--- src/hw/iesq_defs.svh ---
/*
  timing-free constants of the interrupt entry/exit sequencer: stack frame
  size, vector table base, reset values and bit positions.
  assumes: included by bare name from design and verification files.
*/
`ifndef IESQ_DEFS_SVH
`define IESQ_DEFS_SVH

// ----------------------------------------------------------------------
// condition code layout
// ----------------------------------------------------------------------
`define IESQ_CCR_IMASK_BIT  3
`define IESQ_CCR_RESET      8'h68

// ----------------------------------------------------------------------
// stack and vectors
// ----------------------------------------------------------------------
`define IESQ_FRAME_BYTES    3'h5
`define IESQ_QUEUE_BYTES    2'h3
`define IESQ_SP_RESET       16'h00FF
`define IESQ_VEC_TOP        16'hFFFE
`define IESQ_SWI_VEC        16'hFFFC

`endif

--- src/hw/iesq_pkg.sv ---
/*
  types of the interrupt entry/exit sequencer.
  assumes: compiled before every design file.
*/
package iesq_pkg;

  // ----------------------------------------------------------------------
  // sequencer states
  // ----------------------------------------------------------------------
  typedef enum logic [2:0] {
    ST_RUN,
    ST_PUSH,
    ST_VECH,
    ST_VECL,
    ST_FILL,
    ST_POP
  } iesq_state_type;

endpackage : iesq_pkg

--- src/hw/iesq_prio.sv ---
/*
  fixed priority picker: lowest request index wins.
  assumes: requests are stable in the cycle they are sampled.
*/
module iesq_prio #(
  parameter int N  = 8,
  parameter int IW = 3
) (
  input  wire logic [N-1:0]  req,    // pending requests
  output logic               any,    // some request pending
  output logic [IW-1:0]      idx     // winner index
);

  // ----------------------------------------------------------------------
  // scan from the top so the lowest index is left standing
  // ----------------------------------------------------------------------
  always_comb begin
    idx = '0;
    for (int i = N - 1; i >= 0; i--) begin
      if (req[i]) begin
        idx = IW'(i);
      end
    end
  end

  assign any = |req;

endmodule : iesq_prio

--- src/hw/iesq_stack.sv ---
/*
  byte-wide stack memory in flip-flops, grows downward.
  assumes: one access per cycle, address within depth.
*/
module iesq_stack #(
  parameter int DEPTH = 256,
  parameter int AW    = 8
) (
  input  wire logic          clk_sys,   // core clock
  input  wire logic          wr_en,     // write strobe
  input  wire logic [AW-1:0] addr,      // byte address
  input  wire logic [7:0]    wdata,     // byte written
  output logic      [7:0]    rdata      // byte read, registered
);

  logic [7:0] mem_ff [DEPTH];

  // ----------------------------------------------------------------------
  // write and registered read
  // ----------------------------------------------------------------------
  always_ff @(posedge clk_sys) begin
    if (wr_en) begin
      mem_ff[addr] <= wdata;
    end
    rdata <= mem_ff[addr];
  end

endmodule : iesq_stack

--- src/hw/iesq_seq.sv ---
/*
  interrupt entry and return sequencer of an 8-bit core.
  assumes: the core pulses instr_done at each instruction boundary and
  holds next_pc there; vector memory answers in the same cycle; request
  lines come from synchronous peripheral logic on clk_sys.
*/
// Behaviour
// - after reset the global mask bit is set
// - finish the current instruction before entering the sequence
// - hardware entry uses the same steps as the software interrupt
// - push registers first, then set the mask bit
// - fetch vector of highest-priority source pending then
// - fill instruction queue with three bytes from the vector address
// - mask cleared inside a service routine allows nested interrupts
// - return pops condition codes, accumulator, low index, counter
// - high index byte is neither saved nor restored
// - several pending at unmask: highest priority served first
// - pointer addresses free byte; push counter low first, codes last
// - after stacking pointer is codes address minus one
// - stacked counter is the next main-program instruction address
`include "iesq_defs.svh"
module iesq_seq #(
  parameter int NSRC = 8,             // interrupt sources
  parameter int IW   = 3,             // source index width
  parameter int SAW  = 8              // stack address width
) (
  input  wire logic            clk_sys,         // core clock
  input  wire logic            rst,             // sync reset, high
  input  wire logic [NSRC-1:0] irq_req,         // source requests
  input  wire logic            instr_done,      // instruction boundary
  input  wire logic [15:0]     next_pc,         // next main pc
  input  wire logic [7:0]      acc_in,          // accumulator now
  input  wire logic [7:0]      xlo_in,          // low index now
  input  wire logic [7:0]      ccr_in,          // condition codes now
  input  wire logic            ccr_load,        // core writes ccr
  input  wire logic            swi_exec,        // software interrupt
  input  wire logic            rti_exec,        // return instruction
  input  wire logic [7:0]      vec_rdata,       // vector memory byte
  output logic [15:0]          vec_addr,        // vector memory addr
  output logic                 core_hold,       // stall the core
  output logic                 irq_ack,         // hardware entry taken, pulse
  output logic [IW-1:0]        irq_ack_idx,     // source acknowledged
  output logic [7:0]           ccr_out,         // condition codes
  output logic [15:0]          pc_out,          // program counter
  output logic [7:0]           acc_out,         // restored accumulator
  output logic [7:0]           xlo_out,         // restored low index
  output logic                 regs_load,       // restore pulse
  output logic [15:0]          fetch_addr,      // queue fill address
  output logic                 fetch_req,       // queue fill strobe
  output logic [SAW-1:0]       sp_out           // stack pointer
);

  // ----------------------------------------------------------------------
  // state
  // ----------------------------------------------------------------------
  iesq_pkg::iesq_state_type state_ff, nxt_state;
  logic [7:0]     ccr_ff;
  logic [SAW-1:0] sp_ff;
  logic [2:0]     cnt_ff;
  logic [15:0]    pc_ff;
  logic [15:0]    vaddr_ff;
  logic [7:0]     acc_ff;
  logic [7:0]     xlo_ff;
  logic [7:0]     ccr_snap_ff;
  logic           is_swi_ff;
  logic           ack_ff;
  logic           rload_ff;
  logic [IW-1:0]  ack_idx_ff;

  // ----------------------------------------------------------------------
  // decode
  // ----------------------------------------------------------------------
  wire            imask   = ccr_ff[`IESQ_CCR_IMASK_BIT];
  wire            pend_any;
  wire [IW-1:0]   pend_idx;
  wire            run     = (state_ff == iesq_pkg::ST_RUN);
  wire            take_hw = run && instr_done && pend_any && !imask;
  wire            take_sw = run && swi_exec && !take_hw;
  wire            take    = take_hw || take_sw;
  wire            start_rt = run && rti_exec && !take;
  wire            push_last = (cnt_ff == `IESQ_FRAME_BYTES - 3'h1);
  wire            pop_last  = (cnt_ff == `IESQ_FRAME_BYTES);
  wire            fill_last = (cnt_ff == 3'(`IESQ_QUEUE_BYTES) - 3'h1);
  wire [15:0]     vec_base;
  wire [7:0]      push_byte;
  wire            push_wr  = (state_ff == iesq_pkg::ST_PUSH);
  wire [SAW-1:0]  pop_addr = sp_ff + SAW'(1);
  wire [SAW-1:0]  stk_addr = push_wr ? sp_ff : pop_addr;
  wire [7:0]      stk_rdata;

  // priority among pending sources, lowest index highest
  iesq_prio #(.N(NSRC), .IW(IW)) u_prio (
    .req (irq_req),
    .any (pend_any),
    .idx (pend_idx)
  );

  // vector slots two bytes each, downward from the top
  assign vec_base = is_swi_ff ? `IESQ_SWI_VEC
                  : `IESQ_VEC_TOP - 16'h0002
                    - {12'h000, ack_idx_ff, 1'b0};

  // frame order: pcl, pch, xlo, acc, ccr; high index skipped
  assign push_byte = (cnt_ff == 3'h0) ? pc_ff[7:0]
                   : (cnt_ff == 3'h1) ? pc_ff[15:8]
                   : (cnt_ff == 3'h2) ? xlo_ff
                   : (cnt_ff == 3'h3) ? acc_ff
                   : ccr_snap_ff;

  iesq_stack #(.DEPTH(1 << SAW), .AW(SAW)) u_stack (
    .clk_sys (clk_sys),
    .wr_en   (push_wr),
    .addr    (stk_addr),
    .wdata   (push_byte),
    .rdata   (stk_rdata)
  );

  // ----------------------------------------------------------------------
  // next state
  // ----------------------------------------------------------------------
  always_comb begin
    nxt_state = state_ff;
    case (state_ff)
      iesq_pkg::ST_RUN: begin
        if (take) begin
          nxt_state = iesq_pkg::ST_PUSH;
        end else if (start_rt) begin
          nxt_state = iesq_pkg::ST_POP;
        end
      end
      iesq_pkg::ST_PUSH: begin
        if (push_last) begin
          nxt_state = iesq_pkg::ST_VECH;
        end
      end
      iesq_pkg::ST_VECH: nxt_state = iesq_pkg::ST_VECL;
      iesq_pkg::ST_VECL: nxt_state = iesq_pkg::ST_FILL;
      iesq_pkg::ST_FILL: begin
        if (fill_last) begin
          nxt_state = iesq_pkg::ST_RUN;
        end
      end
      iesq_pkg::ST_POP: begin
        if (pop_last) begin
          nxt_state = iesq_pkg::ST_RUN;
        end
      end
      default: nxt_state = iesq_pkg::ST_RUN;
    endcase
  end

  // ----------------------------------------------------------------------
  // sequencer and counters
  // ----------------------------------------------------------------------
  always_ff @(posedge clk_sys) begin
    if (rst) begin
      state_ff <= iesq_pkg::ST_RUN;
      cnt_ff   <= 3'h0;
    end else begin
      state_ff <= nxt_state;
      cnt_ff   <= (state_ff != nxt_state) ? 3'h0 : cnt_ff + 3'h1;
    end
  end

  // ----------------------------------------------------------------------
  // snapshot of the registers at the boundary
  // ----------------------------------------------------------------------
  always_ff @(posedge clk_sys) begin
    if (rst) begin
      pc_ff       <= 16'h0000;
      acc_ff      <= 8'h00;
      xlo_ff      <= 8'h00;
      ccr_snap_ff <= 8'h00;
      is_swi_ff   <= 1'b0;
      ack_idx_ff  <= '0;
    end else if (take) begin
      pc_ff       <= next_pc;
      acc_ff      <= acc_in;
      xlo_ff      <= xlo_in;
      ccr_snap_ff <= ccr_ff;
      is_swi_ff   <= take_sw;
      ack_idx_ff  <= pend_idx;
    end
  end

  // ----------------------------------------------------------------------
  // stack pointer: free byte before, one below ccr slot after
  // ----------------------------------------------------------------------
  always_ff @(posedge clk_sys) begin
    if (rst) begin
      sp_ff <= SAW'(`IESQ_SP_RESET);
    end else if (push_wr) begin
      sp_ff <= sp_ff - SAW'(1);
    end else if (state_ff == iesq_pkg::ST_POP && !pop_last) begin
      sp_ff <= pop_addr;
    end
  end

  // ----------------------------------------------------------------------
  // condition codes, mask set at reset and after stacking
  // ----------------------------------------------------------------------
  always_ff @(posedge clk_sys) begin
    if (rst) begin
      ccr_ff <= `IESQ_CCR_RESET;
    end else if (state_ff == iesq_pkg::ST_PUSH && push_last) begin
      ccr_ff[`IESQ_CCR_IMASK_BIT] <= 1'b1;
    end else if (state_ff == iesq_pkg::ST_POP && cnt_ff == 3'h1) begin
      ccr_ff <= stk_rdata;
    end else if (run && ccr_load) begin
      ccr_ff <= ccr_in;
    end
  end

  // ----------------------------------------------------------------------
  // vector read and queue fill
  // ----------------------------------------------------------------------
  always_ff @(posedge clk_sys) begin
    if (rst) begin
      vaddr_ff <= 16'h0000;
    end else if (state_ff == iesq_pkg::ST_VECH) begin
      vaddr_ff[15:8] <= vec_rdata;
    end else if (state_ff == iesq_pkg::ST_VECL) begin
      vaddr_ff[7:0] <= vec_rdata;
    end
  end

  assign vec_addr   = (state_ff == iesq_pkg::ST_VECL) ? vec_base + 16'h0001
                                                      : vec_base;
  assign fetch_req  = (state_ff == iesq_pkg::ST_FILL);
  assign fetch_addr = vaddr_ff + {13'h0000, cnt_ff};

  // ----------------------------------------------------------------------
  // restore on return, pops ccr, acc, xlo, pch, pcl
  // ----------------------------------------------------------------------
  always_ff @(posedge clk_sys) begin
    if (rst) begin
      acc_out  <= 8'h00;
      xlo_out  <= 8'h00;
      pc_out   <= 16'h0000;
      rload_ff <= 1'b0;
    end else begin
      rload_ff <= 1'b0;
      if (state_ff == iesq_pkg::ST_POP) begin
        if (cnt_ff == 3'h2) acc_out <= stk_rdata;
        if (cnt_ff == 3'h3) xlo_out <= stk_rdata;
        if (cnt_ff == 3'h4) pc_out[15:8] <= stk_rdata;
        if (pop_last) begin
          pc_out[7:0] <= stk_rdata;
          rload_ff    <= 1'b1;
        end
      end else if (state_ff == iesq_pkg::ST_VECL) begin
        pc_out <= {vaddr_ff[15:8], vec_rdata};
      end
    end
  end

  // ----------------------------------------------------------------------
  // acknowledge pulse
  // ----------------------------------------------------------------------
  always_ff @(posedge clk_sys) begin
    if (rst) begin
      ack_ff <= 1'b0;
    end else begin
      ack_ff <= take_hw;
    end
  end

  assign irq_ack     = ack_ff;
  assign irq_ack_idx = ack_idx_ff;
  assign regs_load   = rload_ff;
  assign ccr_out     = ccr_ff;
  assign sp_out      = sp_ff;
  assign core_hold   = !run;

endmodule : iesq_seq

--- config.mk ---
export PLATFORM = sky130hd
export DESIGN_NAME = iesq_seq
export DESIGN_NICKNAME = d
export VERILOG_FILES = /design/src/hw/iesq_pkg.sv /design/src/hw/iesq_prio.sv /design/src/hw/iesq_stack.sv /design/src/hw/iesq_seq.sv
export VERILOG_INCLUDE_DIRS = /design/src /design/src/hw
export SDC_FILE = /design/constraint.sdc
export NUM_CORES = 2
export LEC_CHECK = 0
export ABC_AREA = 1
export BUFFER_PORTS_ARGS = -buffer_cell sky130_fd_sc_hd__buf_2
export CORE_MARGIN = 2
export CORE_UTILIZATION = 56
export CTS_CLUSTER_DIAMETER = 60
export DETAILED_ROUTE_END_ITERATION = 8
export PLACE_DENSITY = 0.72
export SLEW_MARGIN = 20
export SYNTH_ARGS = -nofsm -noshare
export SYNTH_HDL_FRONTEND = slang
export SYNTH_SLANG_ARGS = --single-unit
--- constraint.sdc ---
create_clock -name clk_sys -period 12.11 [get_ports clk_sys]
set_input_delay 2.422 -clock clk_sys [delete_from_list [all_inputs] [get_ports clk_sys]]
set_output_delay 2.422 -clock clk_sys [all_outputs]
set_load 0.005 [all_outputs]
==> results.rst <==
.. list-table::
   :header-rows: 1

   * - Metric
     - Value
   * - Fmax
     - 0.166 GHz
   * - Boundary pin count
     - 149
   * - Hold Path Class
     - flip-flop to flip-flop
   * - Mean routed wirelength per cell
     - 21.1 um
   * - Setup violation total in the final timing report
     - 0
   * - Vias in the first global route
     - 62300
   * - Required time of the critical path
     - 12.93 ns
   * - Count of maximum capacitance violations
     - 0
   * - Net count, final
     - 9520
   * - Clock tree from TritonCTS
     - built
   * - DRC marker count from the first detailed-route iteration
     - 8787
   * - # port buffers
     - 137
   * - Global-route wire length before repair
     - 376000 um
   * - Worst clock skew
     - 0.0457 ns
   * - Post-cts gate resize count
     - 0
   * - #FFs+latches synth
     - 2172
   * - Non-filler cells, final
     - 11800
   * - Unrepaired setup endpoints after global routing
     - no
   * - Vertical die dimension
     - 413 um
   * - Num Clock Sinks
     - 2172
   * - Outcome
     - completed
   * - Count of flip-flops with a built-in enable after synthesis
     - 2048
   * - Startpoint type of the worst setup path
     - flip-flop
   * - Clock-pin slew reported for the worst setup and hold paths after clock tree synthesis
     - 0.06 ns
   * - Routability-driven placement congestion ratio
     - 0.878
   * - Worst VDD drop
     - 0.000348 V
   * - Number of hold-slack violations in the final timing report
     - 0
   * - Hold-fix buffers at CTS
     - 0
   * - Synth unique cells
     - 44
   * - Vias post-DR
     - 66900
   * - 1st-pass router iterations
     - 8
   * - Number of max-slew violations in the final report
     - 0
   * - Detailed-route vias per instance
     - 5.65
   * - Buffers inserted by post-CTS timing repair
     - 0
   * - Deepest clock path buffer count
     - 3
   * - Summed instance area of the synthesized netlist
     - 93600 um^2
   * - Post-route DRC
     - 0
   * - Root Buffer Master
     - sky130_fd_sc_hd__clkbuf_16
   * - Maximum fanout encountered on the critical timing path
     - 220
   * - Number of cells produced by synthesis
     - 9560
   * - Number of rows created at floorplan
     - 150
   * - Number of levels the H-tree was split into
     - 4
   * - Relative area change from synthesis to final layout
     - 9.71%
   * - Worst Setup End Kind
     - flip-flop
   * - Core Box Area
     - 167000 um^2
   * - Commonest non-fill, non-tap cells in the layout
     - sky130_fd_sc_hd__nand2_1 (5415), sky130_fd_sc_hd__edfxtp_1 (2048), sky130_fd_sc_hd__nor2_1 (460)
   * - Clock latency at the later pin of the worst-skew pair
     - 0.87 ns
   * - FFs w/ async S/R, synth
     - 0
   * - Number of nets with antenna violations after routing
     - 0
   * - Total routing usage reported by global routing
     - 0.289
   * - P_leak
     - 42.4 nW
   * - Cell area power density
     - 247 nW/um^2
   * - Leading cell type in the layout, fill and taps excluded
     - sky130_fd_sc_hd__nand2_1
   * - Layout cells sized above 1
     - 0.0631
   * - Arrival time of data at the critical path endpoint
     - 6.84 ns
   * - Antenna violations before repair
     - 7
   * - Starting density of the core
     - 0.562
   * - Aggregate global routing overflow
     - 0
   * - Detailed-placement wirelength estimate
     - 134000 um
   * - Least-Margin Pin Slew
     - 1.22 ns
   * - Routed wire length
     - 250000 um
   * - Pin count of the biggest net entering global routing
     - 221
   * - Final period demand of the worst path
     - 6.02 ns
   * - Remaining max-slew budget at the tightest pin
     - 0.186
   * - Start-to-end type of the worst setup path
     - flip-flop to flip-flop
   * - Horizontal die dimension
     - 413 um
   * - Sequential area share after synthesis
     - 0.683
   * - Filler instances
     - 13100
   * - CTS Buf Count
     - 215
   * - Die area
     - 171000 um^2
   * - Fin crit share
     - 0.497
   * - Avg Cell Area, Syn
     - 9.80 um^2
   * - Accumulated negative setup slack
     - 0 ns
   * - Synth warnings
     - 0
   * - Most used flip-flop cell after synthesis
     - sky130_fd_sc_hd__edfxtp_1
   * - Placed Instances
     - 11400
area by class of cell:
cell class              count  area (um^2)  share of cell area
inverters                  77          313             0.00304
flip-flops and latches   2172        64000               0.623
repair buffers            218         1480              0.0144
multi-input cells        6760        27200               0.265
clock inverters           117         1170              0.0114
well taps                2204         2760              0.0268
diodes                      4         10.0           0.0000974
clock buffers             282         5790              0.0563
cells in the mapped netlist (3+ instances only):
cell,count,share of area
sky130_fd_sc_hd__a211oi_1,3,0.00024
sky130_fd_sc_hd__o21bai_1,9,0.00072
sky130_fd_sc_hd__buf_1,30,0.0012
sky130_fd_sc_hd__o211ai_1,4,0.00032
sky130_fd_sc_hd__clkbuf_1,345,0.014
sky130_fd_sc_hd__buf_2,160,0.0086
sky130_fd_sc_hd__ha_1,13,0.0017
sky130_fd_sc_hd__nor2_2,4,0.00027
sky130_fd_sc_hd__edfxtp_1,2048,0.66
sky130_fd_sc_hd__nor2_1,460,0.018
sky130_fd_sc_hd__nand2_1,5431,0.22
sky130_fd_sc_hd__nand4_1,4,0.00027
sky130_fd_sc_hd__a21oi_1,46,0.0025
sky130_fd_sc_hd__o21ai_0,174,0.0093
sky130_fd_sc_hd__nand2_2,22,0.0015
sky130_fd_sc_hd__inv_2,12,0.00048
sky130_fd_sc_hd__a21oi_2,5,0.00047
sky130_fd_sc_hd__o311ai_0,3,0.00028
sky130_fd_sc_hd__nor3_1,11,0.00059
sky130_fd_sc_hd__a31oi_1,31,0.0021
sky130_fd_sc_hd__dfxtp_1,124,0.027
sky130_fd_sc_hd__xor2_1,13,0.0012
sky130_fd_sc_hd__inv_1,63,0.0025
sky130_fd_sc_hd__nor3b_1,3,0.00024
sky130_fd_sc_hd__nand3_1,428,0.023
sky130_fd_sc_hd__buf_4,25,0.0020
sky130_fd_sc_hd__xnor2_1,3,0.00028
sky130_fd_sc_hd__a21boi_0,64,0.0051
layer usage:
metal  vias to the layer above  track usage  share of wire
met5                         -            0        0.00020
met4                         8        0.110          0.035
met3                       490       0.0560           0.11
met2                      3741        0.451           0.46
met1                     31600        0.404           0.40
li1                      31100            -              -
critical path: stages (launching register included):
cell and delay, ns:
sky130_fd_sc_hd__dfxtp_1 0.47, sky130_fd_sc_hd__nand3_2 0.49, sky130_fd_sc_hd__ha_4 0.98, sky130_fd_sc_hd__buf_12 0.72, sky130_fd_sc_hd__buf_12 0.64, sky130_fd_sc_hd__buf_4 0.76, sky130_fd_sc_hd__nand2_1 0.11, sky130_fd_sc_hd__a21boi_0 0.15
sky130_fd_sc_hd__o21ai_0 0.45, sky130_fd_sc_hd__nand2_1 0.10, sky130_fd_sc_hd__nand2_1 0.10, sky130_fd_sc_hd__nand2_1 0.05, sky130_fd_sc_hd__nand2_1 0.10, sky130_fd_sc_hd__nand2_1 0.05, sky130_fd_sc_hd__nand2_1 0.17, sky130_fd_sc_hd__nor2_1 0.06
sky130_fd_sc_hd__nor2_1 0.08, sky130_fd_sc_hd__nor2_1 0.05, sky130_fd_sc_hd__nand2_1 0.07
final timing paths:
check | slack [ns] | from | to | cells after the start
worst min-delay path | 0.45 | ccr_snap_ff[1] | ccr_snap_ff[1] | 2
worst max register to register | 6.09 | state_ff[0] | u_stack.rdata[2] | 18
worst min register to register | 0.45 | ccr_snap_ff[1] | ccr_snap_ff[1] | 2
worst max-delay path | 6.09 | state_ff[0] | u_stack.rdata[2] | 18
registers in the layout (all words and copies together), names as in the netlist, 3 cells and up:
| register | cells |
|---|---|
| ccr_out | 8 |
| vaddr_ff | 16 |
| u_stack.mem_ff | 2048 |
| pc_ff | 16 |
| ccr_snap_ff | 8 |
| sp_out | 8 |
| state_ff | 3 |
| pc_out | 16 |
| irq_ack_idx | 3 |
| u_stack.rdata | 8 |
| cnt_ff | 3 |
| acc_out | 8 |
| xlo_out | 8 |
| acc_ff | 8 |
| xlo_ff | 8 |
cells by family after synthesis:
family                   share of synthesized area
AO/OA/AOI/OAI                               0.0218
XOR/XNOR                                   0.00150
adder cells (fa/ha/maj)                    0.00195
buffers and inverters                       0.0288
flip-flops                                   0.683
other                                    0.0000400
AND/OR/NAND/NOR                              0.263
per-stage QoR:
stage          worst slack (ns)  utilization  power, mW  hold slack [ns]  instance area [um^2]
5_1_grt                    5.64        0.616       26.6            0.482                103000
3_5_place_dp               6.18        0.575       18.7            0.452                 95800
3_3_place_gp               6.20        0.575       18.6            0.442                 95800
2_1_floorplan              1.73            -       16.0            0.424                 93700
4_1_cts                    6.16        0.616       25.3            0.460                103000
6_report                   6.09        0.616       25.4            0.454                103000
power by group:
group / internal (mW) / switching, mW / total [mW]
logic: 2.10 / 7.22 / 9.32
registers: 9.37 / 0.102 / 9.47
clock network: 3.75 / 2.84 / 6.59
Note: power is estimated with default switching activity, not from simulation.
